--- src/pkg/dfeh_consts.vh ---
`ifndef DFEH_CONSTS_VH
`define DFEH_CONSTS_VH
// ******************************
// Register byte offsets
// ******************************
`define DFEH_OFF_CTRL 12'h000
`define DFEH_OFF_STAT 12'h004
`define DFEH_OFF_UNC_STAT 12'h008
`define DFEH_OFF_UNC_MASK 12'h00C
`define DFEH_OFF_UNC_SEV 12'h010
`define DFEH_OFF_HDR_LOG 12'h014
`define DFEH_OFF_SEC_STAT 12'h018
`define DFEH_OFF_SEC_UNC_STAT 12'h01C
`define DFEH_OFF_SEC_MASK 12'h020
`define DFEH_OFF_SEC_SEV 12'h024
`define DFEH_OFF_SEC_HDR_LOG 12'h028
`define DFEH_OFF_SEC_FEP 12'hFEC
// ******************************
// Control register fields
// ******************************
`define DFEH_CTRL_SERR_EN 0
`define DFEH_CTRL_NF_EN 1
`define DFEH_CTRL_FAT_EN 2
`define DFEH_CTRL_SEC_PERR_RSP 3
// ******************************
// Status register fields (write one to clear)
// ******************************
`define DFEH_STAT_DET_PERR 0
`define DFEH_STAT_SIG_SERR 1
`define DFEH_STAT_NF_DET 2
`define DFEH_STAT_FAT_DET 3
`define DFEH_STAT_FEP_VALID 4
// ******************************
// Uncorrectable, secondary status and first error pointer bit positions and codes
// ******************************
`define DFEH_UNC_ECRC 0
`define DFEH_SEC_PERR_DET 0
`define DFEH_SEC_UDE 1
`define DFEH_SECST_MDPE 0
`define DFEH_SECST_DPE 1
`define DFEH_FEP_VALID 8
`define DFEH_FEP_PERR 5'h00
`define DFEH_FEP_UDE 5'h01
// ******************************
// Reset values and completion codes
// ******************************
`define DFEH_RST_ZERO 32'h00000000
`define DFEH_CPL_SC 3'h0
`define DFEH_CPL_UR 3'h1
`endif

--- src/dfeh_top.v ---
`include "dfeh_consts.vh"
`timescale 1ns/100ps
`default_nettype none
module dfeh_top #(
   parameter HDR_W = 32
) (
   input wire pclk,
   input wire presetn,
   input wire psel,
   input wire penable,
   input wire pwrite,
   input wire [11:0] paddr,
   input wire [31:0] pwdata,
   output reg [31:0] prdata,
   output wire pready,
   output wire pslverr,
   input wire tlp_valid,
   input wire tlp_ecrc_bad,
   input wire [HDR_W-1:0] tlp_header,
   output reg tlp_fwd_valid,
   output reg [HDR_W-1:0] tlp_fwd_header,
   input wire sec_active,
   input wire [1:0] sec_kind,
   input wire sec_poisoned,
   input wire [HDR_W-1:0] sec_cmd_attr_addr,
   input wire parity_error_pin_in,
   output reg parity_error_pin_out,
   output reg parity_error_pin_oe,
   input wire sec_read_data_err,
   input wire sec_split_resp,
   input wire sec_split_err_msg,
   input wire sec_end,
   output wire sec_continue,
   output reg cpl_valid,
   output reg [2:0] cpl_status,
   output reg cpl_poisoned,
   output reg msg_fatal,
   output reg msg_nonfatal
);
   // Transaction kinds on the secondary bus
   localparam [1:0] KIND_PW = 2'h0;
   localparam [1:0] KIND_NPW = 2'h1;
   localparam [1:0] KIND_RD = 2'h2;
   localparam [1:0] KIND_SPLC = 2'h3;

   // ******************************
   // Input synchronisers
   // ******************************
   reg perr_m_r, perr_s_r;
   // Pin is asynchronous to pclk; second flop is the only reader of the first
   always @(posedge pclk or negedge presetn) begin
      if (!presetn) begin
         perr_m_r <= 1'b1;
         perr_s_r <= 1'b1;
      end else begin
         perr_m_r <= parity_error_pin_in;
         perr_s_r <= perr_m_r;
      end
   end
   wire perr_seen = ~perr_s_r;

   // ******************************
   // Registers
   // ******************************
   reg [3:0] ctrl_r;
   reg [4:0] stat_r;
   reg unc_stat_r, unc_mask_r, unc_sev_r;
   reg [HDR_W-1:0] hdr_log_r;
   reg [1:0] sec_stat_r, sec_unc_r, sec_mask_r, sec_sev_r;
   reg [HDR_W-1:0] sec_hdr_r;
   reg [8:0] sec_fep_r;
   reg rd_err_r;

   wire serr_en = ctrl_r[`DFEH_CTRL_SERR_EN];
   wire perr_rsp = ctrl_r[`DFEH_CTRL_SEC_PERR_RSP];
   wire wr_acc = psel & penable & pwrite;
   wire [31:0] w1c = wr_acc ? pwdata : 32'h00000000;

   // ******************************
   // Error events
   // ******************************
   wire ecrc_ev = tlp_valid & tlp_ecrc_bad;
   // Parity pin on a non-poisoned forwarded write or split completion
   wire perr_ev = sec_active & ~sec_poisoned & perr_seen & (sec_kind != KIND_RD);
   wire ude_ev = sec_active & sec_read_data_err & (sec_kind == KIND_RD);
   wire ecrc_unm = ecrc_ev & ~unc_mask_r;
   wire perr_unm = perr_ev & ~sec_mask_r[`DFEH_SEC_PERR_DET];
   wire ude_unm = ude_ev & ~sec_mask_r[`DFEH_SEC_UDE];
   wire fat_req = (ecrc_ev & unc_sev_r) | (perr_ev & sec_sev_r[0]) | (ude_ev & sec_sev_r[1]);
   wire nf_req = (ecrc_ev & ~unc_sev_r) | (perr_ev & ~sec_sev_r[0]) | (ude_ev & ~sec_sev_r[1]);
   wire fat_unm = (ecrc_unm & unc_sev_r) | (perr_unm & sec_sev_r[0]) | (ude_unm & sec_sev_r[1]);
   wire nf_unm = (ecrc_unm & ~unc_sev_r) | (perr_unm & ~sec_sev_r[0]) | (ude_unm & ~sec_sev_r[1]);
   wire fat_en = serr_en | ctrl_r[`DFEH_CTRL_FAT_EN];
   wire nf_en = serr_en | ctrl_r[`DFEH_CTRL_NF_EN];

   // Transfer never stops on an error; it ends only with the target
   assign sec_continue = sec_active;

   // ******************************
   // APB slave, zero wait states
   // ******************************
   assign pready = 1'b1;
   reg addr_ok;
   always @* begin
      addr_ok = 1'b1;
      prdata = 32'h00000000;
      case (paddr)
         `DFEH_OFF_CTRL: prdata = {28'h0000000, ctrl_r};
         `DFEH_OFF_STAT: prdata = {27'h0000000, stat_r};
         `DFEH_OFF_UNC_STAT: prdata = {31'h00000000, unc_stat_r};
         `DFEH_OFF_UNC_MASK: prdata = {31'h00000000, unc_mask_r};
         `DFEH_OFF_UNC_SEV: prdata = {31'h00000000, unc_sev_r};
         `DFEH_OFF_HDR_LOG: prdata = hdr_log_r;
         `DFEH_OFF_SEC_STAT: prdata = {30'h00000000, sec_stat_r};
         `DFEH_OFF_SEC_UNC_STAT: prdata = {30'h00000000, sec_unc_r};
         `DFEH_OFF_SEC_MASK: prdata = {30'h00000000, sec_mask_r};
         `DFEH_OFF_SEC_SEV: prdata = {30'h00000000, sec_sev_r};
         `DFEH_OFF_SEC_HDR_LOG: prdata = sec_hdr_r;
         `DFEH_OFF_SEC_FEP: prdata = {23'h000000, sec_fep_r};
         default: addr_ok = 1'b0;
      endcase
   end
   assign pslverr = psel & penable & ~addr_ok;

   // Configuration registers
   always @(posedge pclk or negedge presetn) begin
      if (!presetn) begin
         ctrl_r <= 4'h0;
         unc_mask_r <= 1'b0;
         unc_sev_r <= 1'b0;
         sec_mask_r <= 2'h0;
         sec_sev_r <= 2'h0;
      end else if (wr_acc) begin
         case (paddr)
            `DFEH_OFF_CTRL: ctrl_r <= pwdata[3:0];
            `DFEH_OFF_UNC_MASK: unc_mask_r <= pwdata[0];
            `DFEH_OFF_UNC_SEV: unc_sev_r <= pwdata[0];
            `DFEH_OFF_SEC_MASK: sec_mask_r <= pwdata[1:0];
            `DFEH_OFF_SEC_SEV: sec_sev_r <= pwdata[1:0];
            default: ctrl_r <= ctrl_r;
         endcase
      end
   end

   // ******************************
   // Sticky status; a new event wins over a clear in the same cycle, except at a first error pointer already valid, where the clear wins
   // ******************************
   wire sel_stat = paddr == `DFEH_OFF_STAT;
   wire sel_unc = paddr == `DFEH_OFF_UNC_STAT;
   wire sel_sst = paddr == `DFEH_OFF_SEC_STAT;
   wire sel_sun = paddr == `DFEH_OFF_SEC_UNC_STAT;
   wire sel_fep = paddr == `DFEH_OFF_SEC_FEP;
   wire sig_serr = serr_en & (ecrc_unm | perr_unm | ude_unm);
   always @(posedge pclk or negedge presetn) begin
      if (!presetn) begin
         stat_r <= 5'h00;
         unc_stat_r <= 1'b0;
         sec_stat_r <= 2'h0;
         sec_unc_r <= 2'h0;
         hdr_log_r <= {HDR_W{1'b0}};
         sec_hdr_r <= {HDR_W{1'b0}};
         sec_fep_r <= 9'h000;
      end else begin
         stat_r[`DFEH_STAT_DET_PERR] <= ecrc_ev |
            (stat_r[`DFEH_STAT_DET_PERR] & ~(sel_stat & w1c[`DFEH_STAT_DET_PERR]));
         stat_r[`DFEH_STAT_SIG_SERR] <= sig_serr |
            (stat_r[`DFEH_STAT_SIG_SERR] & ~(sel_stat & w1c[`DFEH_STAT_SIG_SERR]));
         // Detected bits ignore the reporting enables
         stat_r[`DFEH_STAT_NF_DET] <= nf_req |
            (stat_r[`DFEH_STAT_NF_DET] & ~(sel_stat & w1c[`DFEH_STAT_NF_DET]));
         stat_r[`DFEH_STAT_FAT_DET] <= fat_req |
            (stat_r[`DFEH_STAT_FAT_DET] & ~(sel_stat & w1c[`DFEH_STAT_FAT_DET]));
         unc_stat_r <= ecrc_ev | (unc_stat_r & ~(sel_unc & w1c[`DFEH_UNC_ECRC]));
         // Primary first error pointer, held until software clears it
         if (ecrc_unm & ~stat_r[`DFEH_STAT_FEP_VALID]) begin
            stat_r[`DFEH_STAT_FEP_VALID] <= 1'b1;
            hdr_log_r <= tlp_header;
         end else if (sel_stat & w1c[`DFEH_STAT_FEP_VALID]) begin
            stat_r[`DFEH_STAT_FEP_VALID] <= 1'b0;
         end
         sec_stat_r[`DFEH_SECST_MDPE] <= (perr_rsp & ((perr_ev & sec_kind == KIND_PW) |
            (perr_ev & sec_kind == KIND_NPW) | ude_ev)) |
            (sec_stat_r[`DFEH_SECST_MDPE] & ~(sel_sst & w1c[`DFEH_SECST_MDPE]));
         sec_stat_r[`DFEH_SECST_DPE] <= ude_ev |
            (sec_stat_r[`DFEH_SECST_DPE] & ~(sel_sst & w1c[`DFEH_SECST_DPE]));
         sec_unc_r[`DFEH_SEC_PERR_DET] <= perr_ev |
            (sec_unc_r[`DFEH_SEC_PERR_DET] & ~(sel_sun & w1c[`DFEH_SEC_PERR_DET]));
         sec_unc_r[`DFEH_SEC_UDE] <= ude_ev |
            (sec_unc_r[`DFEH_SEC_UDE] & ~(sel_sun & w1c[`DFEH_SEC_UDE]));
         // Secondary log and pointer; parity pin event has priority if both hit
         if ((perr_unm | ude_unm) & ~sec_fep_r[`DFEH_FEP_VALID]) begin
            sec_hdr_r <= sec_cmd_attr_addr;
            sec_fep_r <= {1'b1, 3'h0, perr_unm ? `DFEH_FEP_PERR : `DFEH_FEP_UDE};
         end else if (sel_fep & w1c[`DFEH_FEP_VALID]) begin
            sec_fep_r <= 9'h000;
         end
      end
   end

   // ******************************
   // Forwarding, messages, completions, parity pin
   // ******************************
   // Completions are issued at the end of a non-posted write or read unless a split response without a write error defers them, and on a split error message
   always @(posedge pclk or negedge presetn) begin
      if (!presetn) begin
         tlp_fwd_valid <= 1'b0;
         tlp_fwd_header <= {HDR_W{1'b0}};
         msg_fatal <= 1'b0;
         msg_nonfatal <= 1'b0;
         parity_error_pin_out <= 1'b1;
         parity_error_pin_oe <= 1'b0;
         cpl_valid <= 1'b0;
         cpl_status <= `DFEH_CPL_SC;
         cpl_poisoned <= 1'b0;
         rd_err_r <= 1'b0;
      end else begin
         tlp_fwd_valid <= tlp_valid & ~tlp_ecrc_bad;
         if (tlp_valid) begin
            tlp_fwd_header <= tlp_header;
         end
         msg_fatal <= fat_unm & fat_en;
         msg_nonfatal <= nf_unm & nf_en;
         // The bridge owns the pin only while it is the reader
         parity_error_pin_oe <= ude_ev & perr_rsp;
         parity_error_pin_out <= ~(ude_ev & perr_rsp);
         cpl_valid <= 1'b0;
         if (sec_active & perr_ev & sec_kind == KIND_NPW) begin
            rd_err_r <= 1'b1;
         end
         if (ude_ev) begin
            rd_err_r <= 1'b1;
         end
         if (sec_split_err_msg) begin
            cpl_valid <= 1'b1;
            cpl_status <= `DFEH_CPL_UR;
            cpl_poisoned <= 1'b0;
         end else if (sec_active & sec_end & sec_kind == KIND_NPW) begin
            // Split response without an error: normal end, no completion now
            cpl_valid <= ~sec_split_resp | rd_err_r | perr_ev;
            cpl_status <= (rd_err_r | perr_ev) ? `DFEH_CPL_UR : `DFEH_CPL_SC;
            cpl_poisoned <= 1'b0;
            rd_err_r <= 1'b0;
         end else if (sec_active & sec_end & sec_kind == KIND_RD) begin
            cpl_valid <= ~sec_split_resp;
            cpl_status <= `DFEH_CPL_SC;
            cpl_poisoned <= rd_err_r | ude_ev;
            rd_err_r <= 1'b0;
         end else if (sec_active & sec_end) begin
            rd_err_r <= 1'b0;
         end
      end
   end
endmodule
`default_nettype wire

--- config.mk ---
export PLATFORM = sky130hd
export DESIGN_NAME = dfeh_top
export DESIGN_NICKNAME = d
export VERILOG_FILES = /design/src/dfeh_top.v
export VERILOG_INCLUDE_DIRS = /design/src /design/src/pkg
export SDC_FILE = /design/constraint.sdc
export NUM_CORES = 1
export LEC_CHECK = 0
export BUFFER_PORTS_ARGS = -buffer_cell sky130_fd_sc_hd__buf_2
export CAP_MARGIN = 10
export CORE_UTILIZATION = 35
export DETAILED_ROUTE_END_ITERATION = 10
export PLACE_DENSITY = 0.58
export SETUP_SLACK_MARGIN = 0.2
export SLEW_MARGIN = 20
export SYNTH_ARGS = -nofsm -noshare
export SYNTH_HDL_FRONTEND = slang
export SYNTH_SLANG_ARGS = --single-unit
export TNS_END_PERCENT = 5
--- constraint.sdc ---
create_clock -name pclk -period 2.1 [get_ports pclk]
set_input_delay 0.21 -clock pclk [delete_from_list [all_inputs] [get_ports pclk]]
set_output_delay 0.21 -clock pclk [all_outputs]
set_load 0.005 [all_outputs]
==> Yosys cells after proc, flatten, opt, wreduce, memory -nomap -nowiden <==
Cells that the tools add are included.
{ "totals": {"regBits": 138, "latch_bits": 0, "ramBits": 0, "romBits": 0, "in_bits": 124, "n_memories": 0} }
{ "op_classes": {"n_addsub": 0, "multipliers": 0, "div": 0, "n_lt_le_gt_ge": 0, "n_eq_ne": 14, "shift": 0, "mux": 24, "bitwise": 110, "n_reduce_logical": 11} }
{ "op_table": {"columns": ["operator", "n"], "rows": [
  ["case mux 32 bit (12 select lines)", 1],
  ["bitwise AND 1 bit", 59],
  ["== test 12 x 5 -> 1 bit, second input constant", 4],
  ["== test 12 x 6 -> 1 bit, second input constant", 3],
  ["OR 1 bit", 28],
  ["2-to-1 mux 9 bit", 3],
  ["== test 12 x 4 -> 1 bit, second input constant", 2],
  ["NOT 1 bit", 23],
  ["2-to-1 mux 1 bit", 17],
  ["== test 12 bit, second input constant", 1],
  ["== test 12 x 3 -> 1 bit, second input constant", 1],
  ["zero test 12 bit", 1],
  ["OR reduction 12 bit", 1],
  ["AND reduction 2 bit", 5],
  ["2-to-1 mux 3 bit", 3],
  ["nonzero test 2 bit", 2],
  ["nonzero test 3 bit", 1],
  ["== test 2 x 1 -> 1 bit, second input constant", 1],
  ["== test 2 bit, second input constant", 1],
  ["zero test 2 bit", 1],
  ["!= test 2 bit, second input constant", 1]
]} }

==> Logic depth before layout (Yosys ltp) <==
Gate-level depths: netlist (run 1).
{ "depth": {"word_depth": 12, "mapped_depth": 7, "ltp_nobuf": 4} }

==> Worst setup path before layout (run 1) <==
No wires, ideal clock.
{ "synth_timing": {"path_type": "register to register", "startpoint": "register perr_s_r", "endpoint": "register sec_hdr_r[0]", "arrival_ps": 1691, "required_time_ps": 1975, "slack_ps": 284, "stages_incl_launch_ff": 7, "n_path_buf": 2, "synth_period_minus_slack_ps": 1816, "cell_sequence": "dfstp_2 > or3b_4 > o32ai_2 > and2b_1 > buf_6 > buf_12 > mux2_4"} }
{ "synth_between": {"elab_chain_cells": 6} }
{ "synth_rtl": {"columns": ["item", "line", "text"], "rows": [
  ["start: declaration", "dfeh_top.v:49", "reg perr_m_r, perr_s_r;"],
  ["start signal: assignment", "dfeh_top.v:57", "perr_s_r <= perr_m_r;"],
  ["NOT 1 bit", "dfeh_top.v:60", "wire perr_seen = ~perr_s_r;"],
  ["bitwise AND 1 bit (2 in series)", "dfeh_top.v:84", "wire perr_ev = sec_active & ~sec_poisoned & perr_seen & (sec_kind != KIND_RD);"],
  ["bitwise AND 1 bit", "dfeh_top.v:87", "wire perr_unm = perr_ev & ~sec_mask_r[`DFEH_SEC_PERR_DET];"],
  ["OR 1 bit", "dfeh_top.v:191", "if ((perr_unm | ude_unm) & ~sec_fep_r[`DFEH_FEP_VALID]) begin"],
  ["bitwise AND 1 bit", "dfeh_top.v:191", null],
  ["end signal: assignment", "dfeh_top.v:161", "sec_hdr_r <= {HDR_W{1'b0}};"],
  ["end signal: assignment", "dfeh_top.v:192", "sec_hdr_r <= sec_cmd_attr_addr;"],
  ["end: declaration", "dfeh_top.v:70", "reg [HDR_W-1:0] sec_hdr_r;"]
]} }
Every way passes these cells.
A chain may end at the register's enable or synchronous reset.

==> Final worst setup path (run 1) <==
{ "layout_timing": {"startpoint": "input paddr[9]", "endpoint": "output prdata[2]"} }
{ "layout_between": {"elab_chain_cells": 2} }
{ "layout_rtl": {"columns": ["item", "line", "text"], "rows": [
  ["start: declaration", "dfeh_top.v:12", "input wire [11:0] paddr,"],
  ["== test 12 bit, or another cell as far along", "dfeh_top.v:107", "case (paddr)"],
  ["case mux 32 bit (12 select lines) (*)", "dfeh_top.v:107", null],
  ["end: declaration", "dfeh_top.v:14", "output reg [31:0] prdata,"]
]} }
Every way passes the cells marked *; elsewhere a longest branch is shown, timed or not.

==> flow_metrics.tcl, run 1 <==
set metrics [dict create \
    power_switching_mw 1.81 \
    synth_edf_count 0 \
    cts_tree "yes" \
    crit_path_end_kind "output port" \
    worstSetupPathType "primary input to output port" \
    place_congestion 0.838 \
    grt_pass1_vias 4794 \
    antenna_found_initial 4 \
    cp_max_fo 8 \
    fin_nets 760 \
    status "complete, no violations" \
    clk_path_buf_depth 2 \
    tightest_slew_ps 557 \
    power_leakage_nw 3.68 \
    final_cells 871 \
    cp-start-kind "primary input" \
    path_clk_slew_ps 60 \
    power_frac_comb_pct 14.3 \
    synth-xor-area-share_pct 0 \
    drive_gt1_share_pct 55.2 \
    synth_top_area_share_pct 53.0 \
    ios 201 \
    hold_violations 0 \
    synth_ff_type "dfrtp_1" \
    core-area_mm2 0.0166 \
    rows 47 \
    synth-seq-cells 129 \
    synth.distinct_cells 61 \
    synth_area_mm2 0.00595 \
    top_layer_used "met5" \
    root_buffer "clkbuf_16" \
    setup_viol 0 \
    synth.area.mux_share_pct 23.3 \
    cp.arrival_ps 1750 \
    p_seq_share_pct 46.2 \
    wl_um 16500 \
    route.met2.wl_um 8320 \
    synthAdderAreaFrac_pct 0 \
    grt_pass1_wl_um 26100 \
    ir_worst_vdd_mv 0.551 \
    min_path_type "primary input to flop" \
    syn2layout_area_growth_pct 32.0 \
    grt_overflow 0 \
    crit_chain "buf_2 -> or4_1 -> nor3_2 -> buf_4 -> nand2_1 -> o211ai_1 -> buf_2" \
    finalCritPeriodShare_pct 93.4 \
    cp_common_cell "buf_2" \
    cts_made_buffers 17 \
    p_sw_share_pct 24.7 \
    cpMaxStageDelayCell "or4_1" \
    fin_ws_ps 138 \
    synth.avg_cell_area_um2 13.4 \
    hpwl_um 11500 \
    post-place-ws_ps 59.4 \
    slowest_delay_ps 570 \
    ys_async_sr_fraction_pct 100 \
    clkPwrFrac_pct 39.5 \
    ctsHtreeMaxLevel 4 \
    drt_iter0_drc 220 \
    fin_crit_ps 1960 \
    wire_per_inst_um 18.9 \
    max-cap-violations 0 \
    dpl.cell_count 832 \
    nFillCells 1526 \
    numClockSinks 129 \
    start_util_pct 35.9 \
    m1WireLength_um 6760 \
    total_power_mw 7.31 \
    required_ps 1890 \
    final.setup_skew_ps 7.05 \
    clk-insertion-delay-late_ps 410 \
    power.internal_mw 5.51 \
    synth_area_leaders "dfrtp_1, mux2_2, mux2_4" \
    fp.dieH_um 132 \
    synth_top_family_by_area "multiplexers" \
    maxSlewHeadroom_pct 62.9 \
    synth_top_area_cell "dfrtp_1" \
    grt_max_degree 48 \
    synth_common_cells "dfrtp_1, mux2_2, a22o_1, mux2_4, nand2_1" \
    synth-simple-area-share_pct 8.87 \
    die_area_mm2 0.0175 \
    wl_met3_um 881 \
    track_usage_pct 19.4 \
    setup-tns-final_ps 0 \
    synth_compound_area_share_pct 9.75 \
    via_per_inst 5.17 \
    ant_nets 0 \
    rsz0062_at_grt "true" \
    ys_warn_count 0 \
    io_buffers 171 \
    synth_cells 444 \
    yosysMostFrequentCell "dfrtp_1" \
    die_w_um 132 \
    synth.yosys.seq_area_share_pct 54.3 \
    fmaxAchievable_mhz 510 \
    num_vias 4500 \
    drt_pass1_iterations 4 \
    drv_slew 0 \
    p_per_area_mw_per_mm2 931 \
    remaining_drc_errors 0 \
]
==> per-layer routing <==
layer	global-route usage [%]	vias to the layer above
met4	9.58	4
met3	4.67	34
met1	23.1	2286
met2	32.8	138
met5	0	-
li1	-	2038
==> through the flow <==
stage	hold WS, ps	utilization [%]	instance area [µm²]
floorplan	-85.6	-	5960
global placement	177	43.1	7160
detailed placement	185	43.1	7160
CTS	5.71	46.9	7780
global route	3.99	47.4	7860
finish	22.1	47.4	7860
==> worst paths after layout <==
check                                            from                        endpoint  slack, ps  cells past startpoint
worst max-delay path                         paddr[9]                       prdata[2]        140                      7
worst max register to register     perr_s_r$_DFF_PN1_       sec_hdr_r[16]$_DFFE_PN0P_        150                      5
worst min-delay path            sec_cmd_attr_addr[15]       sec_hdr_r[15]$_DFFE_PN0P_         20                      2
min in group asynchronous                     presetn        hdr_log_r[7]$_DFFE_PN0P_        310                      2
max in group asynchronous                     presetn  parity_error_pin_out$_DFF_PN1_       1140                      3
worst min register to register     perr_m_r$_DFF_PN1_              perr_s_r$_DFF_PN1_        360                      0
==> cells by family (layout without fill, tap and decap cells) <==
kind of cell | after synthesis | after routing
buffers and inverters | 34 | 238
AO/OA/AOI/OAI | 72 | 72
flip-flops | 129 | 129
other | 2 | 5
AND/OR/NAND/NOR | 93 | 93
multiplexers | 114 | 114
==> critical path, delay by kind of cell <==
kind,cells,cell delay [ps]
AOI/OAI and AO/OA,1,210
buffers and inverters,3,460
and+or+nand+nor,3,860
==> final cells by class <==
| type | instances | area [µm²] | share of cell area, % |
|---|---|---|---|
| multi-input combinational | 282 | 2560 | 32.6 |
| sequential | 129 | 3230 | 41.2 |
| timing repair buffer | 199 | 1180 | 15.0 |
| clock buffer | 19 | 443 | 5.64 |
| tap | 220 | 275 | 3.50 |
| clock inverter | 13 | 136 | 1.74 |
| inverter | 7 | 26.3 | 0.334 |
| antenna | 2 | 5.00 | 0.0637 |
==> what timing repair did <==
action | CTS | global route
endpoints found under the hold margin | 47 | 0
pin swaps | 0 | 1
cloned | 0 | 1
setup endpoints to repair | 52 | 64
hold buffers | 3 | 0
gates resized for setup | 2 | 10
setup buffers | 0 | 1
==> flip-flops by register name, indices dropped and copies added, names as in the netlist, 2 cells and up <==
name            count
sec_unc_r           2
stat_r              5
sec_stat_r          2
tlp_fwd_header     32
sec_sev_r           2
sec_hdr_r          32
sec_mask_r          2
sec_fep_r           2
hdr_log_r          32
ctrl_r              4
==> layout by cell type (no fill, tap or decap), types with 5 or more instances in the layout <==
cell type,synthesis,routed
mux2_4,29,29
buf_12,3,6
clkinv_2,0,5
nor3_1,7,6
a22o_1,29,29
nor2_1,15,15
inv_1,7,7
buf_4,6,17
mux2_2,80,80
clkbuf_16,0,18
o21ai_0,9,8
dfrtp_1,126,125
nand3_1,9,9
nand2_1,23,23
buf_2,9,170
==> power groups by stage <==
stage               clock (mW)  sequential [mW]  combinational (mW)
finish                    2.89             3.38                1.04
global route              3.07             3.46                1.14
CTS                       2.95             3.38                1.05
detailed placement           0             3.41                1.04
global placement             0             3.39                1.00
floorplan                    0             3.31               0.696
(Power assumes the default switching activity.)
==> run 2: changes to the inputs <==
Settings changed: CAP_MARGIN 10 to 20, RECOVER_POWER set to 25.
==> flow_metrics.tcl, run 2 (same netlist as run 1, synthesis figures left out) <==
set metrics [dict create \
    status "complete, no violations" \
    min_path_type "primary input to flop" \
    io_buffers 171 \
    crit_chain "buf_2 -> or4_1 -> nor3_2 -> buf_4 -> nand2_1 -> o211ai_1 -> buf_2" \
    p_per_area_mw_per_mm2 932 \
    cp_top_family "simple AND/OR/NAND/NOR gates" \
    reg.largest.list "hdr_log_r (32), sec_hdr_r (32), tlp_fwd_header (32)" \
    finalCritPeriodShare_pct 93.7 \
    required_ps 1890 \
    crit_path_end_kind "output port" \
    p_sw_share_pct 24.7 \
    grt_overflow 0 \
    drv_slew 0 \
    fp.dieH_um 132 \
    grt_pass1_wl_um 26100 \
    clk-insertion-delay-late_ps 410 \
    cts_tree "yes" \
    tightest_slew_ps 1270 \
    power.internal_mw 5.50 \
    p_seq_share_pct 46.2 \
    critPathBufInv 3 \
    drt_pass1_iterations 4 \
    num_vias 4510 \
    post-route-util_pct 47.3 \
    start_util_pct 35.9 \
    syn2layout_area_growth_pct 31.7 \
    final.setup_skew_ps 6.66 \
    max-cap-violations 0 \
    layout_common_cells "buf_2, dfrtp_1, mux2_2, a22o_1, mux2_4" \
    multi_input_area_mm2 0.00256 \
    clkPwrFrac_pct 39.6 \
    ant_nets 0 \
    antenna_found_initial 4 \
    clk_path_buf_depth 2 \
    cp.arrival_ps 1760 \
    path_clk_slew_ps 60 \
    fin_nets 760 \
    cts_made_buffers 17 \
    ios 201 \
    drive_gt1_share_pct 54.5 \
    wl_um 16400 \
    root_buffer "clkbuf_16" \
    die_area_mm2 0.0175 \
    setup_viol 0 \
    grt_pass1_vias 4794 \
    grt_max_degree 48 \
    die_w_um 132 \
    setup-tns-final_ps 0 \
    power_leakage_nw 3.67 \
    core-area_mm2 0.0166 \
    power_frac_comb_pct 14.2 \
    cp_common_cell "buf_2" \
    fin_crit_ps 1970 \
    wire_per_inst_um 18.9 \
    regArea_mm2 0.00323 \
    via_per_inst 5.18 \
    final_common_cell "buf_2" \
    fin_hold_ws_ps 21.7 \
    ctsHtreeMaxLevel 4 \
    remaining_drc_errors 0 \
    numClockSinks 129 \
    hpwl_um 11500 \
    fmaxAchievable_mhz 508 \
    cpMaxStageDelayCell "or4_1" \
    place_congestion 0.838 \
    drt_iter0_drc 209 \
    power_switching_mw 1.81 \
    ir_worst_vdd_mv 0.550 \
    rsz0062_at_grt "true" \
    slowest_delay_ps 570 \
    cp-start-kind "primary input" \
    rows 47 \
    cp_max_fo 8 \
    nFillCells 1532 \
    track_usage_pct 19.4 \
    worstSetupPathType "primary input to output port" \
    hold_violations 0 \
    maxSlewHeadroom_pct 15.3 \
]
run 2: worst reg2reg max path: cells and delay by family (launching register included):
kind | cells | cell delay [ps]
and+or+nand+nor | 2 | 670
buffers and inverters | 1 | 200
DFF | 1 | 370
muxes | 1 | 320
AOI/OAI and AO/OA | 1 | 280
run 2: power groups by stage:
stage          combinational (mW)  sequential (mW)  clock (mW)
4_1_cts                      1.05             3.38        2.95
5_1_grt                      1.14             3.46        3.07
2_1_floorplan               0.696             3.31           0
3_3_place_gp                 1.00             3.39           0
3_5_place_dp                 1.04             3.41           0
6_report                     1.04             3.38        2.89
run 2: metrics by stage:
step | instances | total power, mW | cell area [µm²] | setup WS, ps
floorplan | 445 | 4.01 | 5960 | 284
global placement | 832 | 4.39 | 7160 | 75.3
detailed placement | 832 | 4.45 | 7160 | 59.4
CTS | 867 | 7.38 | 7780 | 99.3
global route | 871 | 7.66 | 7840 | 80.0
finish | 871 | 7.31 | 7840 | 132
run 2: layer usage:
metal  global-route usage [%]  part of all wire [%]
met1                     23.1                    40
met2                     32.8                    51
met3                     4.67                   5.5
met4                     9.58                   3.2
met5                        0                  0.14
run 2: path summary, 6_finish.rpt:
| check | start | to | slack [ps] | depth (start not counted) |
|---|---|---|---|---|
| setup / recovery | paddr[9] | prdata[2] | 130 | 7 |
| hold / removal | sec_cmd_attr_addr[15] | sec_hdr_r[15]$_DFFE_PN0P_ | 20 | 2 |
| setup reg to reg | perr_s_r$_DFF_PN1_ | sec_hdr_r[16]$_DFFE_PN0P_ | 140 | 5 |
| hold reg to reg | perr_m_r$_DFF_PN1_ | perr_s_r$_DFF_PN1_ | 360 | 0 |
| max in group asynchronous | presetn | parity_error_pin_out$_DFF_PN1_ | 590 | 3 |
| min in group asynchronous | presetn | sec_hdr_r[9]$_DFFE_PN0P_ | 610 | 2 |
run 2: final cells by class:
class	count	share of cell area [%]
antenna	2	0.0638
sequential	129	41.2
clock inverter	13	1.74
inverter	7	0.335
multi-input combinational	282	32.7
tap	220	3.51
timing repair buffer	199	14.8
clock buffer	19	5.65
run 2: repair_timing:
item,CTS,global route
pin swaps,0,1
endpoints found under the hold margin,47,0
setup endpoints to repair,52,64
cloned,0,1
resized for setup,2,10
hold buffers,3,0
setup buffers,0,1
==> run 3: changes to the inputs <==
Settings changed: BUFFER_PORTS_ARGS -buffer_cell sky130_fd_sc_hd__buf_2 to -buffer_cell sky130_fd_sc_hd__buf_4.
==> flow_metrics.tcl, run 3 (same netlist as run 1, synthesis figures left out) <==
set metrics [dict create \
    status "complete, no violations" \
    ir_worst_vdd_mv 0.535 \
    fin_crit_ps 1990 \
    cp-start-kind "flop" \
    track_usage_pct 19.1 \
    die_w_um 132 \
    antenna_found_initial 1 \
    clkPwrFrac_pct 37.7 \
    cp.arrival_ps 2290 \
    worstReg2RegStart "perr_s_r$_DFF_PN1_" \
    power.internal_mw 5.41 \
    rr_endpoint "sec_hdr_r[15]$_DFFE_PN0P_" \
    cts_tree "yes" \
    ios 201 \
    wire_per_inst_um 18.9 \
    remaining_drc_errors 0 \
    setup_viol 0 \
    r2r.worst_path.cells 5 \
    p_per_area_mw_per_mm2 883 \
    power_switching_mw 1.81 \
    cp_max_fo 16 \
    nFillCells 1520 \
    drive_gt1_share_pct 53.6 \
    fin_hold_ws_ps 16.7 \
    wl_um 16400 \
    p_seq_share_pct 46.8 \
    cpMaxStageDelayCell "or3b_4" \
    rsz0062_at_grt "true" \
    fp.dieH_um 132 \
    p_sw_share_pct 25.0 \
    min_path_type "primary input to flop" \
    path_clk_slew_ps 60 \
    final_common_cell "buf_4" \
    num_vias 4448 \
    reg.largest.list "hdr_log_r (32), sec_hdr_r (32), tlp_fwd_header (32)" \
    layout_common_cells "buf_4, dfrtp_1, mux2_2, a22o_1, mux2_4" \
    maxSlewHeadroom_pct 52.1 \
    clk-insertion-delay-late_ps 420 \
    drt_pass1_iterations 4 \
    hold_start "sec_cmd_attr_addr[21]" \
    fin_nets 757 \
    crit_chain "or3b_4 -> o32ai_4 -> and2b_4 -> buf_12 -> mux2_4" \
    min_to "sec_hdr_r[21]$_DFFE_PN0P_" \
    ant_nets 0 \
    die_area_mm2 0.0175 \
    cts_made_buffers 17 \
    max-cap-violations 0 \
    required_ps 2400 \
    via_per_inst 5.13 \
    ctsHtreeMaxLevel 4 \
    final.setup_skew_ps 11.7 \
    drt_iter0_drc 203 \
    power_leakage_nw 3.73 \
    hold_depth 2 \
    clk_path_buf_depth 2 \
    crit_path_end_kind "flop" \
    setup-tns-final_ps 0 \
    slowest_delay_ps 400 \
    power_frac_comb_pct 15.5 \
    rrSetupSlack_ps 110 \
    start_util_pct 35.9 \
    grt_pass1_wl_um 25800 \
    tightest_slew_ps 718 \
    final_cells 867 \
    worstSetupPathType "flop to flop" \
    post-place-ws_ps 26.4 \
    finalCritPeriodShare_pct 94.6 \
    fin_ws_ps 113 \
    drv_slew 0 \
    hold_violations 0 \
    place_congestion 0.844 \
    hpwl_um 11700 \
    grt_max_degree 69 \
    syn2layout_area_growth_pct 37.3 \
    numClockSinks 129 \
    io_buffers 171 \
    root_buffer "clkbuf_16" \
    fmaxAchievable_mhz 503 \
    grt_overflow 0 \
    dpl.cell_count 828 \
    rows 47 \
    core-area_mm2 0.0166 \
    grt_pass1_vias 4819 \
]
## run 3: changes by cell type in the layout (fill, tap and decap cells not counted), moves of 2 or more
cell,change
buf_2,-168
buf_4,+165
bufinv_16,-2
clkbuf_2,-2
clkbuf_4,+2
clkbuf_8,+2
clkinv_2,-3
clkinvlp_4,+4
## run 3: worst max-delay path by stage
stage                                      start                        end  slack [ps]  cells after the start
final                         perr_s_r$_DFF_PN1_  sec_hdr_r[15]$_DFFE_PN0P_         110                      5
after global routing      unc_mask_r$_DFFE_PN0P_                  prdata[0]          70                      5
after CTS                     perr_s_r$_DFF_PN1_  sec_hdr_r[24]$_DFFE_PN0P_          90                      5
after detailed placement      perr_s_r$_DFF_PN1_  sec_hdr_r[24]$_DFFE_PN0P_          30                      5
after global placement        perr_s_r$_DFF_PN1_  sec_hdr_r[24]$_DFFE_PN0P_          70                      5
after floorplan               perr_s_r$_DFF_PN1_   sec_hdr_r[0]$_DFFE_PN0P_         280                      6
## run 3: layer usage
| layer | vias up | wire length [µm] | GRT usage (%) |
|---|---|---|---|
| li1 | 2032 | - | - |
| met1 | 2243 | 6940 | 23.1 |
| met2 | 147 | 8080 | 31.4 |
| met3 | 26 | 941 | 5.44 |
| met4 | 0 | 419 | 9.20 |
| met5 | - | 0 | 0 |
## run 3: what timing repair did
| item | in CTS | in global routing |
|---|---|---|
| setup endpoints to repair | 37 | 52 |
| hold buffers | 4 | 0 |
| setup buffers | 0 | 1 |
| resized for setup | 3 | 2 |
| hold endpoints to repair | 129 | 0 |
| cloned | 0 | 1 |
## run 3: power groups by stage
stage,Combinational [mW],Sequential [mW],Clock (mW)
finish,1.12,3.38,2.72
global route,1.21,3.45,2.90
CTS,1.14,3.38,2.78
detailed placement,1.13,3.41,0
global placement,1.08,3.39,0
floorplan,0.696,3.31,0
## run 3: layout make-up
class,instances,area [µm²],share of cell area [%]
antenna,1,2.50,0.0306
clock buffer,21,470,5.76
clock inverter,11,82.6,1.01
inverter,7,26.3,0.321
multi-input combinational,282,2540,31.0
sequential,129,3230,39.6
tap,220,275,3.37
timing repair buffer,196,1550,18.9
## run 3: critical path: cells and delay by family (launching register included)
| kind | cells | cell delay (ps) |
|---|---|---|
| buffers and inverters | 1 | 200 |
| multiplexers | 1 | 320 |
| AND/OR/NAND/NOR | 2 | 690 |
| flip-flops | 1 | 370 |
| AO/OA/AOI/OAI | 1 | 300 |
## run 3: per-stage QoR
step	util, %	cell area (µm²)	total power [mW]
final	49.3	8170	7.21
after global routing	49.3	8170	7.55
after floorplan	-	5960	4.01
after CTS	49.2	8160	7.29
after detailed placement	45.5	7550	4.54
after global placement	45.5	7550	4.48
